--- src/inc/mhs_cfg.svh ---
// constants of the helm station supervisor: offsets, fields, timing
// assumes a 100 MHz system clock and 32-bit AXI4-Lite register access
`ifndef MHS_CFG_SVH
`define MHS_CFG_SVH
`define MHS_CLK_MHZ        100
`define MHS_FLASH_MS       250
`define MHS_MAIN_ADDR      2'h1
`define MHS_SECOND_ADDR    2'h2
`define MHS_THR_W          7
`define MHS_LEV_SPAN       254
`define MHS_NEUTRAL_BAND   8
`define MHS_SYNC_WIN_PCT   10
`define MHS_DEADBAND_PCT   2
`define MHS_TRIM_MAX       31
`define MHS_PER_W          24
`define MHS_REG_CTRL       5'h00
`define MHS_REG_STATUS     5'h04
`define MHS_REG_MAIN_PER   5'h08
`define MHS_REG_AUX_PER    5'h0c
`define MHS_CTRL_RESET     1'b1
`define MHS_CTRL_SYNC_EN   0
`define MHS_ST_ADDR_LSB    0
`define MHS_ST_OPER        2
`define MHS_ST_LOCK        3
`define MHS_ST_OVERRIDE    4
`define MHS_ST_SYNC        5
`define MHS_ST_IN_BAND     6
`define MHS_ST_VER_OK      7
`define MHS_RESP_OKAY      2'b00
`define MHS_RESP_SLVERR    2'b10
`endif

--- src/inc/mhs_pkg.sv ---
// types shared by the helm station supervisor and its bench
// assumes mhs_cfg.svh sits on the include path
`include "mhs_cfg.svh"
package mhs_pkg;
	typedef struct packed {
		logic select;
		logic lock;
		logic override;
		logic shaft_match;
	} mhs_btn_t;
	typedef mhs_btn_t mhs_lamp_t;
	typedef struct packed {
		logic                  fwd;
		logic                  rev;
		logic                  brake;
		logic                  neutral_safety;
		logic [`MHS_THR_W-1:0] throttle;
	} mhs_eng_t;
	// gray along idle -> normal -> override -> sync; normal -> sync flips both bits
	typedef enum logic [1:0] {
		MODE_IDLE     = 2'b00,
		MODE_NORMAL   = 2'b01,
		MODE_OVERRIDE = 2'b11,
		MODE_SYNC     = 2'b10
	} mhs_mode_t;
endpackage : mhs_pkg

--- src/rtl/mhs_helm_ctrl.sv ---
// helm station supervisor: station select, lock, warm-up, shaft match
// assumes head buttons and pickups are already synchronous to aclk
//
// Summary of operation
// brake contacts close at clutch neutral
// brake released when forward or reverse engaged
// neutral safety shares brake relay, neutral only
// pickups give one pulse per shaft turn
// transfer press hands control to that head
// select lamp lit until another station chosen
// power-up: main station active, lockout engaged
// idle until neutral levers and transfer press
// lockout press at active station; refuse others
// second lockout press releases lockout
// warm-up entered at neutral; lamp lit
// warm-up: throttle follows, clutch held neutral
// neutral safety on throughout warm-up
// warm-up exit needs neutral then press
// shaft match toggles only within 10% levers
// trim aux throttle from pickup periods
// match lamp flashes correcting, solid in band
// shaft match: main handle drives both gears
// shaft match off on version mismatch
// station address from head switches
// dead band and lever scale are parameters
`timescale 1ns/1ns
`default_nettype none
`include "mhs_cfg.svh"
module mhs_helm_ctrl #(
	parameter int N_STN      = 2,
	parameter int N_VER      = 4,
	parameter int DB_PCT     = `MHS_DEADBAND_PCT,
	parameter int WIN_PCT    = `MHS_SYNC_WIN_PCT,
	parameter int LEV_SPAN   = `MHS_LEV_SPAN,
	parameter int FLASH_CYC  = `MHS_FLASH_MS * 1000 * `MHS_CLK_MHZ
) (
	input  wire logic                      aclk,
	input  wire logic                      aresetn,
	input  wire mhs_pkg::mhs_btn_t         btn [N_STN],
	input  wire logic [1:0]                stn_addr [N_STN],
	input  wire logic signed [`MHS_THR_W:0] lever_main [N_STN],
	input  wire logic signed [`MHS_THR_W:0] lever_aux [N_STN],
	input  wire logic                      pickup_main,
	input  wire logic                      pickup_aux,
	input  wire logic [7:0]                comp_ver [N_VER],
	output var  mhs_pkg::mhs_lamp_t        lamp [N_STN],
	output var  mhs_pkg::mhs_eng_t         eng_main,
	output var  mhs_pkg::mhs_eng_t         eng_aux,
	input  wire logic [4:0]                s_axi_awaddr,
	input  wire logic                      s_axi_awvalid,
	output logic                           s_axi_awready,
	input  wire logic [31:0]               s_axi_wdata,
	input  wire logic [3:0]                s_axi_wstrb,
	input  wire logic                      s_axi_wvalid,
	output logic                           s_axi_wready,
	output logic [1:0]                     s_axi_bresp,
	output logic                           s_axi_bvalid,
	input  wire logic                      s_axi_bready,
	input  wire logic [4:0]                s_axi_araddr,
	input  wire logic                      s_axi_arvalid,
	output logic                           s_axi_arready,
	output logic [31:0]                    s_axi_rdata,
	output logic [1:0]                     s_axi_rresp,
	output logic                           s_axi_rvalid,
	input  wire logic                      s_axi_rready
);
	import mhs_pkg::*;

	localparam int TW  = `MHS_THR_W;
	localparam int PW  = `MHS_PER_W;
	localparam int IW  = (N_STN > 1) ? $clog2(N_STN) : 1;
	localparam int FW  = $clog2(FLASH_CYC + 1);

	if (N_STN < 2 || N_STN > 3)
		$error("N_STN must be 2 or 3");
	if (N_VER < 2 || DB_PCT < 0 || WIN_PCT < 0 || LEV_SPAN < 1)
		$error("bad version count, band or lever scale");
	if (FLASH_CYC < 1)
		$error("FLASH_CYC must be at least 1");

	function automatic logic [TW-1:0] lev_mag(input logic signed [TW:0] l);
		logic [TW:0] m;
		m = l[TW] ? TW'(0) - l : l;
		lev_mag = m[TW] ? {TW{1'b1}} : m[TW-1:0];
	endfunction : lev_mag

	function automatic logic lev_neutral(input logic signed [TW:0] l);
		lev_neutral = lev_mag(l) <= TW'(`MHS_NEUTRAL_BAND);
	endfunction : lev_neutral

	mhs_mode_t        mode;
	mhs_mode_t        next_mode;
	logic [1:0]       active_addr;
	logic [1:0]       next_active_addr;
	logic             lock;
	logic             sync_en;
	mhs_btn_t         btn_prev [N_STN];
	mhs_btn_t         press    [N_STN];
	logic [IW-1:0]    act_idx;
	logic [IW-1:0]    sel_idx;
	logic             sel_hit;
	logic             act_neutral;
	logic             win_ok;
	logic             ver_ok;
	logic             in_band;
	logic [PW-1:0]    period [2];
	logic             shaft_edge [2];
	logic signed [5:0] trim;
	logic [FW-1:0]    flash_cnt;
	logic             flash;
	mhs_eng_t         next_main;
	mhs_eng_t         next_aux;

	// button edges and shaft periods, one copy per station or shaft
	for (genvar i = 0; i < N_STN; i++)
	begin : g_btn
		always_ff @(posedge aclk)
		begin
			if (!aresetn)
				btn_prev[i] <= '0;
			else
				btn_prev[i] <= btn[i];
		end
		assign press[i] = btn[i] & ~btn_prev[i];
	end

	for (genvar s = 0; s < 2; s++)
	begin : g_shaft
		logic          pick_prev;
		logic [PW-1:0] cnt;
		logic          pick;
		assign pick = (s == 0) ? pickup_main : pickup_aux;
		assign shaft_edge[s] = pick & ~pick_prev;
		// one pulse per turn, so the gap between edges is the period
		always_ff @(posedge aclk)
		begin
			if (!aresetn)
			begin
				pick_prev <= 1'b0;
				cnt       <= '0;
				period[s] <= '0;
			end
			else
			begin
				pick_prev <= pick;
				if (shaft_edge[s])
				begin
					period[s] <= cnt;
					cnt       <= PW'(1);
				end
				else if (cnt != {PW{1'b1}})
					cnt <= cnt + PW'(1);
			end
		end
	end

	// which head holds control, and the lowest station pressing select
	always_comb
	begin
		act_idx = '0;
		sel_idx = '0;
		sel_hit = 1'b0;
		for (int i = N_STN - 1; i >= 0; i--)
		begin
			if (stn_addr[i] == active_addr)
				act_idx = IW'(i);
			// lock refuses every head but the active one
			if (press[i].select && (!lock || stn_addr[i] == active_addr))
			begin
				sel_idx = IW'(i);
				sel_hit = 1'b1;
			end
		end
	end

	assign act_neutral = lev_neutral(lever_main[act_idx]) &&
		lev_neutral(lever_aux[act_idx]);

	always_comb
	begin
		logic [31:0] d;
		d = 32'(int'(lever_main[act_idx]) - int'(lever_aux[act_idx]));
		if (d[31])
			d = 32'h0 - d;
		win_ok = (d * 32'd100) <= 32'(WIN_PCT * LEV_SPAN);
	end

	always_comb
	begin
		ver_ok = 1'b1;
		for (int v = 1; v < N_VER; v++)
			if (comp_ver[v] != comp_ver[0])
				ver_ok = 1'b0;
	end

	always_comb
	begin
		logic [31:0] pm;
		logic [31:0] pa;
		logic [31:0] df;
		pm = 32'(period[0]);
		pa = 32'(period[1]);
		df = (pa > pm) ? pa - pm : pm - pa;
		in_band = (pm != 32'h0) && (pa != 32'h0) &&
			(df * 32'd100 <= pm * 32'(DB_PCT));
	end

	// mode machine: override and shaft match presses only count at the active head; select counts at any head unless locked
	always_comb
	begin
		next_mode        = mode;
		next_active_addr = active_addr;
		if (sel_hit && (mode != MODE_IDLE ||
			(lev_neutral(lever_main[sel_idx]) &&
			lev_neutral(lever_aux[sel_idx]))))
		begin
			next_active_addr = stn_addr[sel_idx];
			if (mode == MODE_IDLE)
				next_mode = MODE_NORMAL;
		end
		unique case (mode)
			MODE_IDLE:
				;
			MODE_NORMAL:
				if (press[act_idx].override && act_neutral)
					next_mode = MODE_OVERRIDE;
				else if (press[act_idx].shaft_match && win_ok &&
					ver_ok && sync_en)
					next_mode = MODE_SYNC;
			MODE_OVERRIDE:
				if (press[act_idx].override && act_neutral)
					next_mode = MODE_NORMAL;
			MODE_SYNC:
				if (!ver_ok || !sync_en)
					next_mode = MODE_NORMAL;
				else if (press[act_idx].shaft_match && win_ok)
					next_mode = MODE_NORMAL;
		endcase
	end

	always_ff @(posedge aclk)
	begin
		if (!aresetn)
		begin
			mode        <= MODE_IDLE;
			active_addr <= `MHS_MAIN_ADDR;
		end
		else
		begin
			mode        <= next_mode;
			active_addr <= next_active_addr;
		end
	end

	always_ff @(posedge aclk)
	begin
		if (!aresetn)
			lock <= 1'b1;
		else if (press[act_idx].lock)
			lock <= ~lock;
	end

	// trim integrates per aux turn; slow response avoids hunting
	always_ff @(posedge aclk)
	begin
		if (!aresetn || mode != MODE_SYNC)
			trim <= '0;
		else if (shaft_edge[1] && !in_band)
		begin
			if (period[1] > period[0] && trim < 6'sd`MHS_TRIM_MAX)
				trim <= trim + 6'sd1;
			else if (period[1] < period[0] && trim > -6'sd`MHS_TRIM_MAX)
				trim <= trim - 6'sd1;
		end
	end

	always_ff @(posedge aclk)
	begin
		if (!aresetn || flash_cnt == FW'(FLASH_CYC - 1))
			flash_cnt <= '0;
		else
			flash_cnt <= flash_cnt + FW'(1);
	end

	always_ff @(posedge aclk)
	begin
		if (!aresetn)
			flash <= 1'b0;
		else if (flash_cnt == FW'(FLASH_CYC - 1))
			flash <= ~flash;
	end

	// clutch, throttle and relay for both engines
	always_comb
	begin
		logic signed [TW:0] lm;
		logic signed [TW:0] la;
		logic [TW+1:0]      sum;
		sum = '0;
		lm = lever_main[act_idx];
		la = (mode == MODE_SYNC) ? lm : lever_aux[act_idx];
		next_main = '0;
		next_aux  = '0;
		next_main.throttle = lev_mag(lm);
		next_aux.throttle  = lev_mag(lever_aux[act_idx]);
		unique case (mode)
			MODE_IDLE:
			begin
				next_main.throttle = '0;
				next_aux.throttle  = '0;
			end
			MODE_OVERRIDE:
				;
			MODE_NORMAL, MODE_SYNC:
			begin
				next_main.fwd = !lev_neutral(lm) && !lm[TW];
				next_main.rev = !lev_neutral(lm) && lm[TW];
				next_aux.fwd  = !lev_neutral(la) && !la[TW];
				next_aux.rev  = !lev_neutral(la) && la[TW];
			end
		endcase
		if (mode == MODE_SYNC)
		begin
			sum = (TW+2)'(lev_mag(lm)) + (TW+2)'(signed'(trim));
			if (sum[TW+1])
				next_aux.throttle = '0;
			else if (sum[TW])
				next_aux.throttle = {TW{1'b1}};
			else
				next_aux.throttle = sum[TW-1:0];
		end
		// one relay per engine: brake and neutral safety together
		next_main.brake          = !(next_main.fwd || next_main.rev);
		next_main.neutral_safety = next_main.brake;
		next_aux.brake           = !(next_aux.fwd || next_aux.rev);
		next_aux.neutral_safety  = next_aux.brake;
	end

	always_ff @(posedge aclk)
	begin
		if (!aresetn)
		begin
			eng_main <= '{1'b0, 1'b0, 1'b1, 1'b1, '0};
			eng_aux  <= '{1'b0, 1'b0, 1'b1, 1'b1, '0};
		end
		else
		begin
			eng_main <= next_main;
			eng_aux  <= next_aux;
		end
	end

	for (genvar i = 0; i < N_STN; i++)
	begin : g_lamp
		logic here;
		assign here = stn_addr[i] == active_addr;
		always_ff @(posedge aclk)
		begin
			if (!aresetn)
				lamp[i] <= '0;
			else
			begin
				lamp[i].select      <= here && mode != MODE_IDLE;
				lamp[i].lock        <= here && lock;
				lamp[i].override    <= here && mode == MODE_OVERRIDE;
				lamp[i].shaft_match <= here && mode == MODE_SYNC &&
					(in_band || flash);
			end
		end
	end

	// AXI4-Lite slave: address and data taken in either order
	logic [4:0]  aw_addr;
	logic [31:0] w_data;
	logic [3:0]  w_strb;
	logic        wr_go;
	assign wr_go = !s_axi_awready && !s_axi_wready && !s_axi_bvalid;

	always_ff @(posedge aclk)
	begin
		if (!aresetn)
		begin
			s_axi_awready <= 1'b1;
			s_axi_wready  <= 1'b1;
			s_axi_bvalid  <= 1'b0;
			s_axi_bresp   <= `MHS_RESP_OKAY;
			aw_addr       <= '0;
			w_data        <= '0;
			w_strb        <= '0;
		end
		else
		begin
			if (s_axi_awvalid && s_axi_awready)
			begin
				aw_addr       <= s_axi_awaddr;
				s_axi_awready <= 1'b0;
			end
			if (s_axi_wvalid && s_axi_wready)
			begin
				w_data       <= s_axi_wdata;
				w_strb       <= s_axi_wstrb;
				s_axi_wready <= 1'b0;
			end
			if (wr_go)
			begin
				s_axi_bvalid <= 1'b1;
				s_axi_bresp  <= (aw_addr[4] || aw_addr[1:0] != 2'h0) ?
					`MHS_RESP_SLVERR : `MHS_RESP_OKAY;
			end
			if (s_axi_bvalid && s_axi_bready)
			begin
				s_axi_bvalid  <= 1'b0;
				s_axi_awready <= 1'b1;
				s_axi_wready  <= 1'b1;
			end
		end
	end

	always_ff @(posedge aclk)
	begin
		if (!aresetn)
			sync_en <= `MHS_CTRL_RESET;
		else if (wr_go && aw_addr == `MHS_REG_CTRL && w_strb[0])
			sync_en <= w_data[`MHS_CTRL_SYNC_EN];
	end

	always_ff @(posedge aclk)
	begin
		if (!aresetn)
		begin
			s_axi_arready <= 1'b1;
			s_axi_rvalid  <= 1'b0;
			s_axi_rdata   <= '0;
			s_axi_rresp   <= `MHS_RESP_OKAY;
		end
		else if (s_axi_arvalid && s_axi_arready)
		begin
			s_axi_arready <= 1'b0;
			s_axi_rvalid  <= 1'b1;
			s_axi_rresp   <= `MHS_RESP_OKAY;
			s_axi_rdata   <= '0;
			unique case (s_axi_araddr)
				`MHS_REG_CTRL:
					s_axi_rdata[`MHS_CTRL_SYNC_EN] <= sync_en;
				`MHS_REG_STATUS:
				begin
					s_axi_rdata[`MHS_ST_ADDR_LSB+:2] <= active_addr;
					s_axi_rdata[`MHS_ST_OPER]     <= mode != MODE_IDLE;
					s_axi_rdata[`MHS_ST_LOCK]     <= lock;
					s_axi_rdata[`MHS_ST_OVERRIDE] <= mode == MODE_OVERRIDE;
					s_axi_rdata[`MHS_ST_SYNC]     <= mode == MODE_SYNC;
					s_axi_rdata[`MHS_ST_IN_BAND]  <= in_band;
					s_axi_rdata[`MHS_ST_VER_OK]   <= ver_ok;
				end
				`MHS_REG_MAIN_PER:
					s_axi_rdata <= 32'(period[0]);
				`MHS_REG_AUX_PER:
					s_axi_rdata <= 32'(period[1]);
				default:
					s_axi_rresp <= `MHS_RESP_SLVERR;
			endcase
		end
		else if (s_axi_rvalid && s_axi_rready)
		begin
			s_axi_rvalid  <= 1'b0;
			s_axi_arready <= 1'b1;
		end
	end
endmodule : mhs_helm_ctrl
`default_nettype wire

--- config.mk ---
export PLATFORM = sky130hd
export DESIGN_NAME = mhs_helm_ctrl
export DESIGN_NICKNAME = d
export VERILOG_FILES = /design/src/inc/mhs_pkg.sv /design/src/rtl/mhs_helm_ctrl.sv
export VERILOG_INCLUDE_DIRS = /design/src /design/src/inc
export SDC_FILE = /design/constraint.sdc
export NUM_CORES = 1
export LEC_CHECK = 0
export ABC_AREA = 1
export BUFFER_PORTS_ARGS = -buffer_cell sky130_fd_sc_hd__clkbuf_2
export CAP_MARGIN = 20
export CORE_MARGIN = 2
export CORE_UTILIZATION = 61
export CTS_CLUSTER_SIZE = 20
export DETAILED_ROUTE_END_ITERATION = 8
export PLACE_DENSITY = 0.82
export SYNTH_ARGS = -nofsm -noshare
export SYNTH_HDL_FRONTEND = slang
export SYNTH_SLANG_ARGS = --single-unit
export TNS_END_PERCENT = 30
--- constraint.sdc ---
create_clock -name aclk -period 8.3 [get_ports aclk]
set_input_delay 0.415 -clock aclk [delete_from_list [all_inputs] [get_ports aclk]]
set_output_delay 0.415 -clock aclk [all_outputs]
set_load 0.02 [all_outputs]
## Yosys cells after proc, flatten, opt, wreduce, memory -nomap -nowiden

Memory sizes are Yosys's and may differ from the RTL's.
Index checks and enable logic that the tools add are counted.

- Bits in registers: 164
- RAM bits: 56
- Bits of input ports: 131
- Output and inout port bits: 71
- Word-level logic and storage cells: 264
- Memories kept: 2

Memory list:

| name | words | width | read ports | clocked after memory_dff | write ports | RTL line | source |
|---|---|---|---|---|---|---|---|
| period | 2 | 24 | 2 | 0 | 2 | mhs_helm_ctrl.sv:106 | `logic [PW-1:0] period [2];` |
| btn_prev | 2 | 4 | 2 | 0 | 2 | mhs_helm_ctrl.sv:97 | `mhs_btn_t btn_prev [N_STN];` |

- Add/sub/neg operators: 15
- Multiply operators: 2
- $lt $le $gt $ge: 14
- Equal/unequal tests: 15
- Muxes and demuxes: 80
- Bitwise gates (word level): 17
- Reduce and logical (&&, ||, !) cells: 79

Operators by type and width:

| kind | count |
|---|---|
| 2-to-1 mux 8 bit | 18 |
| multiplier 32 x 5 -> 30 bit (second input constant) | 2 |
| 2-to-1 mux 32 bit | 2 |
| 2-to-1 mux 7 bit | 9 |
| subtractor 24 x 24 -> 25 bit | 2 |
| adder 24 x 1 -> 24 bit (second input constant) | 2 |
| greater-than comparator 24 bit | 2 |
| 2-to-1 mux 24 bit | 2 |
| != test 24 bit (second input constant) | 2 |
| nonzero test 24 bit | 2 |
| subtractor 1 x 8 -> 8 bit (first input constant) | 5 |
| logical AND 1 bit | 37 |
| <= comparator 7 x 4 -> 1 bit (second input constant) | 5 |
| <= comparator 32 x 12 -> 1 bit (second input constant) | 1 |
| <= comparator 32 x 25 -> 1 bit | 1 |
| one-hot mux 16 bit (2 select lines) | 1 |
| 2-to-1 mux 2 bit | 14 |
| adder 25 x 1 -> 25 bit (second input constant) | 1 |
| equality test 25 bit (second input constant) | 1 |
| < comparator 24 bit | 1 |
| 2-to-1 mux 1 bit | 24 |
| != test 8 bit | 3 |
| one-hot mux 7 bit (3 select lines) | 1 |
| zero test 1 bit | 14 |
| other kinds (32) | 70 |

## Depth between registers and ports, before layout

Gate-level depths: netlist of run 1.
An unclocked memory read counts as a cell.

- Depth after elaboration: 21
- Depth in mapped cells: 48
- Gate-level depth less buffers: 46

## Least setup slack after synthesis of run 1

OpenSTA, ideal clock, no wires.

- Path kind: flip-flop to flip-flop
- Start: mem period[1][1] (netlist bit)
- End: reg trim[4]
- Setup time: 0.116 ns
- Arrival: 6.566 ns
- Required time: 8.184 ns
- Path slack: 1.618 ns
- Cell stages (with the launch flop): 46
- Buffers on the path: 2
- Clock period less this slack: 6.682 ns
- Cells stage by stage: edfxtp_1 > inv_1 > ha_1 > nand2_1 > o21ai_0 > a21boi_0 > inv_1 > nand2_1 > nand2_1 > nand4_1 > nand3_1 > nand2_1 > clkbuf_1 > clkbuf_1 > nand2_1 > o21ai_0 > xor2_1 > inv_1 > [... 10 more ...] > a21oi_1 > nor2_1 > nor2_1 > xnor2_1 > ha_1 > a21oi_1 > nor2_1 > a211oi_1 > o221a_2 > nand2_1 > a21oi_1 > nor2_1 > nor2_1 > nand2_1 > nand2_1 > inv_2 > nor2_1 > nor2_1

RTL lines:

| element | RTL line | source |
|---|---|---|
| start: declaration | mhs_helm_ctrl.sv:106 |  |
| end signal: assignment | mhs_helm_ctrl.sv:271 | `trim <= trim + 6'sd1;` |
| end signal: assignment | mhs_helm_ctrl.sv:273 | `trim <= trim - 6'sd1;` |
| end: declaration | mhs_helm_ctrl.sv:108 | `logic signed [5:0] trim;` |

==> reports/qor.yml, run 1 <==
synth_area_um2: 18500
num_rows: 63
cts_setup_buffers: 0
gp_congestion: 0.975
drive_above_1_share: 0.101
hold_class: "input port to flop"
power_per_cell_area_nw_per_um2: 410
vias: 18000
path_clk_slew_ps: 60
hold_violations: 0
synth.avg_cell_area_um2: 6.99
synth-seq-cells: 210
path_class: "flop to flop"
drv_slew: 0
cts_sinks: 210
outcome: "finished, final reports clean"
drt_iter0_drc: 1508
yosysWarningCount: 0
dp_hpwl_um: 41200
io_buffer_count: 157
tns_ps: 0
critical_path_arrival_ps: 8170
grt_max_degree: 49
grt_pass1_wl_um: 81400
yosys-top-cells-area: "dfxtp_1, ha_1, inv_1"
cp_num_buf_inv: 5
wl_per_cell_um: 15.9
yosysMostFrequentCell: "inv_1"
crit_path_top_delay_cell: "nor4_1"
cts_hold_buf: 0
min_period_over_period: 0.927
drv_cap: 0
avgViaCountPerCell: 5.61
clkLatencyLatePin_ps: 560
insertedDiodeCount: 0
endpoint_kind: "flop"
clockBufferDepth: 3
critPathMostFrequentCell: "nand2_1"
cp_top_family: "simple AND/OR/NAND/NOR gates"
drcViolationCount: 0
die_h_um: 178
core_um2: 29700
p_leak_nw: 10.3
die_area_um2: 31700
fmax_mhz: 130
synthDominantCellAreaShare: 0.176
syn_inst: 2645
syn_to_final_growth_pct: 11.4
cts_tree: "yes"
synth_edf_count: 48
ios: 202
synth_top_cell_by_area: "dfxtp_1"
fp.dieW_um: 178
finalNetCount: 3179
cp_slowest_stage_delay_ps: 490
pre_cts_slack_ps: 669
dr.pass1.iters: 6
synthTopCellsByCount: "inv_1, nand2_1, nor2_1"
ir_drop_mv: 0.336
finalSetupViolCount: 0
ys_types: 59
cts_buffers: 24
cts.htree.levels: 1
setup_slack_ps: 606
drt_wl_total_um: 51200
antenna_found_initial: 0
worstPathRequired_ps: 8770
critical_path_peak_fanout: 19
synth_top_flop_cell: "dfxtp_1"
critPathLaunchType: "flop"
yosysSeqAreaShare: 0.254
fin_crit_ps: 7690
max_slew_margin: 0.286
async_flop_share: 0
rsz0062_at_grt: "no"
grt_pass1_vias: 16700
grt_usage: 0.317
drtAntennaViolNets: 0
start_util: 0.622
gr-total-overflow: 0
finClkSkew_ps: 31.3
tightestPinTransition_ps: 1070
root_buffer: "clkbuf_16"
## through the flow
stage,util,hold slack [ps],instance area (µm²),cells,total power (W)
finish,0.693,53.2,20600,3212,0.00845
global route,0.693,65.7,20600,3212,0.00937
CTS,0.690,47.9,20500,3209,0.00837
detailed placement,0.661,444,19600,3165,0.00718
global placement,0.660,428,19600,3164,0.00691
floorplan,-,418,18500,2660,0.00577
## report_power, final
group / switching, W / internal [W]
logic: 0.00380 / 0.00239
registers: 0.0000285 / 0.00109
clock network: 0.000453 / 0.000692
## logic make-up (layout without fill, tap and decap cells)
family                     count (synthesis)  count (layout)  synth area share
adders and majority gates                244             244             0.181
muxes                                      8               8           0.00467
and+or+nand+nor                         1020            1020             0.238
other                                      2              17          0.000406
xor gates and xnor gates                 101             101            0.0491
buffers and inverters                    580             742             0.123
DFF                                      210             210             0.254
AOI/OAI and AO/OA                        480             480             0.151
## registers in the layout (all words and copies together) (netlist names), 2 cells and up
name	count
eng_main	10
aw_addr	5
eng_aux	10
trim	6
btn_prev	8
lamp	8
s_axi_rdata	24
flash_cnt	25
period	48
mode	2
g_shaft.cnt	48
active_addr	2
g_shaft.pick_prev	2
## path summary, 6_finish.rpt
check | to | slack [ps] | from | cells past startpoint
max reg2reg | trim[0]$_SDFFE_PP0P_ | 610 | period[1][22]$_SDFFCE_PN0P_ | 34
min | btn_prev[0][1]$_SDFF_PN0_ | 50 | btn[5] | 3
max | trim[0]$_SDFFE_PP0P_ | 610 | period[1][22]$_SDFFCE_PN0P_ | 34
min reg2reg | flash_cnt[0]$_SDFF_PP0_ | 450 | flash_cnt[0]$_SDFF_PP0_ | 1
## worst register-to-register path: cells and delay by family, from the launching register on
family,cells,cell delay [ps]
AND/OR/NAND/NOR,15,2450
adder cells (fa/ha/maj),6,2260
AO/OA/AOI/OAI,6,1380
buffers and inverters,5,590
XOR/XNOR,2,500
flip-flops,1,420
## per-layer routing
metal / up-vias / global-route usage / part of all wire / wire length (µm)
met5: - / 0 / 0 / 0
met2: 656 / 0.547 / 0.47 / 24100
met3: 93 / 0.0320 / 0.065 / 3320
met4: 0 / 0.0908 / 0.029 / 1470
li1: 8890 / - / - / -
met1: 8386 / 0.422 / 0.43 / 22300
## cell usage in the layout, fill, tap and decap left out, types with 50 or more instances in the layout
master,n
nor2_1,264
a21oi_1,197
ha_1,206
clkbuf_2,157
nand2_1,473
nor3_1,61
inv_1,516
dfxtp_1,162
nand4_1,50
xor2_1,66
nand3_1,89
o21ai_0,156
## repair_timing
item,in CTS,in global routing
endpoints found under the hold margin,0,0
gates resized for setup,0,2
setup endpoints to repair,0,4
## cell type report
class	count	area, µm²
clock buffers	35	744
clock inverters	9	135
fillers	2542	9140
inverters	525	1970
multi-input cells	1870	11600
flip-flops and latches	210	4680
well taps	390	488
repair buffers	173	963
No activity file was read; power rests on OpenSTA's default activity.
==> inputs of run 2 (changes only) <==
Settings changed: CORE_UTILIZATION 61 to 55, CTS_BUF_LIST from default to sky130_fd_sc_hd__clkbuf_4 sky130_fd_sc_hd__clkbuf_8, PLACE_DENSITY 0.82 to 0.75.
==> run 2 against run 1 <==
Sequential power about the same. Largest cell class unchanged. Clock skew grew 1.6 ps. Global-route usage shrank 3.7 points. Clock power decreased by 12%. Critical endpoint is now trim[1]$_SDFFE_PP0P_. Maximum frequency up 0.87%.
==> reports/qor.yml, run 2 (synthesis results as in run 1) <==
gr-usage-met1: 0.371  # -0.0512
pre_cts_slack_ps: 418  # -251 ps
cts_sinks: 210  # unchanged
grt_usage: 0.280  # -0.0371
hp-start: "btn[3]"
hold_violations: 0  # unchanged
drt_iter0_drc: 1408  # -6.6%
gr-usage-met2: 0.472  # -0.0744
hold_path_depth: 3  # unchanged
path_class: "flop to flop"
rr_startpoint: "period[1][15]$_SDFFCE_PN0P_"
clockBufferDepth: 3  # unchanged
cp_slowest_stage_delay_ps: 490  # about the same
reg.largest.list: "g_shaft.cnt: 48 flops, period: 48 flops, flash_cnt: 25 flops"
avgViaCountPerCell: 5.38  # -4.1%
endpoint_kind: "flop"
die_area_um2: 35100  # +11%
worstPathRequired_ps: 8750  # -20 ps
ir_drop_mv: 0.534  # +59%
setup_slack_ps: 672  # +66.3 ps
core_um2: 33300  # +12%
drcViolationCount: 0  # unchanged
drv_slew: 0  # unchanged
fin_crit_ps: 7630  # -66.3 ps
grt_pass1_wl_um: 80800  # -0.83%
fillers: 3210  # +26%
wl_per_cell_um: 15.3  # -3.7%
clkLatencyLatePin_ps: 560  # about the same
critical_path_arrival_ps: 8070  # -100 ps
power_per_cell_area_nw_per_um2: 403  # -1.8%
drv_cap: 0  # unchanged
gp_congestion: 0.962  # -1.3%
hold_class: "input port to flop"
syn_to_final_growth_pct: 11.2
crit_path_top_delay_cell: "fa_1"
dr.pass1.iters: 7  # +1
drive_above_1_share: 0.109  # +0.00766
grt_max_degree: 49  # unchanged
cts_buffers: 37  # +54%
p_leak_nw: 10.3  # -0.31%
finalNetCount: 3191  # +0.38%
seqCellArea_um2: 4680  # unchanged
die_h_um: 187  # +5.2%
start_util: 0.555  # -0.0666
path_clk_slew_ps: 70  # about the same
finClkSkew_ps: 32.8  # +1.55 ps
min_delay_worst_endpoint: "btn_prev[1][3]$_SDFF_PN0_"
gr-total-overflow: 0  # unchanged
critical_path_peak_fanout: 18  # -1
critPathMostFrequentCell: "nand2_1"
rsz0062_at_grt: "no"
grt-busiest-layer: "met2"
min_period_over_period: 0.919  # -0.00799
tightestPinTransition_ps: 1090  # +26.5 ps
final_cell_mix: "inv_1, nand2_1, nor2_1, ha_1, a21oi_1"
io_buffer_count: 157  # unchanged
ios: 202  # unchanged
max_slew_margin: 0.268  # -0.0177
ff2ff_path_depth: 37  # +8.8%
num_rows: 67  # +6.3%
layout_commonest_cell: "inv_1"
cts_hold_buf: 0  # unchanged
grtUsageMet3: 0.0452  # +0.0132
root_buffer: "clkbuf_8"
fp.dieW_um: 187  # +5.2%
drt_wl_total_um: 50500  # -1.3%
r2r_slack_ps: 670  # +70 ps
cts.htree.levels: 2  # +1
critPathLaunchType: "flop"
grt_pass1_vias: 16800  # +0.26%
outcome: "finished, final reports clean"
insertedDiodeCount: 0  # unchanged
cts_tree: "yes"
multi_input_area_um2: 11600  # about the same
fmax_mhz: 131  # +0.87%
vias: 17700  # -1.7%
drtAntennaViolNets: 0  # unchanged
tns_ps: 0  # unchanged
dp_hpwl_um: 41400  # +0.46%
antenna_found_initial: 0  # unchanged
r2r_end: "trim[1]$_SDFFE_PP0P_"
finalSetupViolCount: 0  # unchanged
[run 2: cell count changes in the layout (fill, tap and decap cells not counted), sizes merged]
cell      previous run  this run
buf                 16        15
bufinv               2         1
clkbuf             192       211
clkinv               8         9
clkinvlp             0         2
inv                524       526
[run 2: timing repair]
action / CTS / global route
gates resized for setup: 0 / 5
endpoints found under the hold margin: 0 / 0
setup endpoints to repair: 0 / 8
setup buffers: 0 / 1
[run 2: power breakdown]
| part | total [W] | internal, W | switching, W |
|---|---|---|---|
| Combinational | 0.00616 | 0.00238 | 0.00378 |
| Sequential | 0.00111 | 0.00109 | 0.0000290 |
| Clock | 0.000998 | 0.000556 | 0.000442 |
| Total | 0.00828 | 0.00402 | 0.00426 |
[run 2: worst max path at each step]
stage / startpoint / to / slack (ps) / depth (start not counted)
3_3_place_gp: period[1][15]$_SDFFCE_PN0P_ / trim[0]$_SDFFE_PP0P_ / 610 / 38
6_report: period[1][15]$_SDFFCE_PN0P_ / trim[1]$_SDFFE_PP0P_ / 670 / 37
2_1_floorplan: period[1][1]$_SDFFCE_PN0P_ / trim[4]$_SDFFE_PP0P_ / 1620 / 45
4_1_cts: period[0][2]$_SDFFCE_PN0P_ / trim[0]$_SDFFE_PP0P_ / 390 / 37
3_5_place_dp: period[0][2]$_SDFFCE_PN0P_ / trim[4]$_SDFFE_PP0P_ / 420 / 36
5_1_grt: period[1][2]$_SDFFCE_PN0P_ / trim[0]$_SDFFE_PP0P_ / 70 / 42
[run 2: stage by stage]
stage | utilization | hold slack [ps] | instance area [µm²] | instances | power [W]
after floorplan | - | 418 | 18500 | 2660 | 0.00577
after global routing | 0.617 | 45.9 | 20500 | 3292 | 0.00923
after global placement | 0.591 | 430 | 19700 | 3221 | 0.00692
after detailed placement | 0.592 | 441 | 19700 | 3222 | 0.00718
after CTS | 0.615 | 26.1 | 20500 | 3289 | 0.00821
final | 0.617 | 52.4 | 20500 | 3292 | 0.00828
[run 2: worst max-delay path: cells and delay by family (launching register included)]
family / cells / cell delay [ps]
simple gates: 14 / 2320
fa+ha+maj: 6 / 2250
compound gates: 8 / 1240
buf+inv: 7 / 800
xor+xnor: 2 / 550
flops: 1 / 370
[run 2: final cells by class]
cell class	instances	area share
well taps	448	0.0273
multi-input cells	1870	0.565
clock buffers	54	0.0325
repair buffers	172	0.0463
inverters	525	0.0959
flip-flops and latches	210	0.228
clock inverters	13	0.00512
[run 2: metal layers]
layer  part of all wire  up-vias
met2               0.46      580
li1                   -     8927
met1               0.45     8130
met4              0.024        0
met3              0.066       86
met5                  0        -
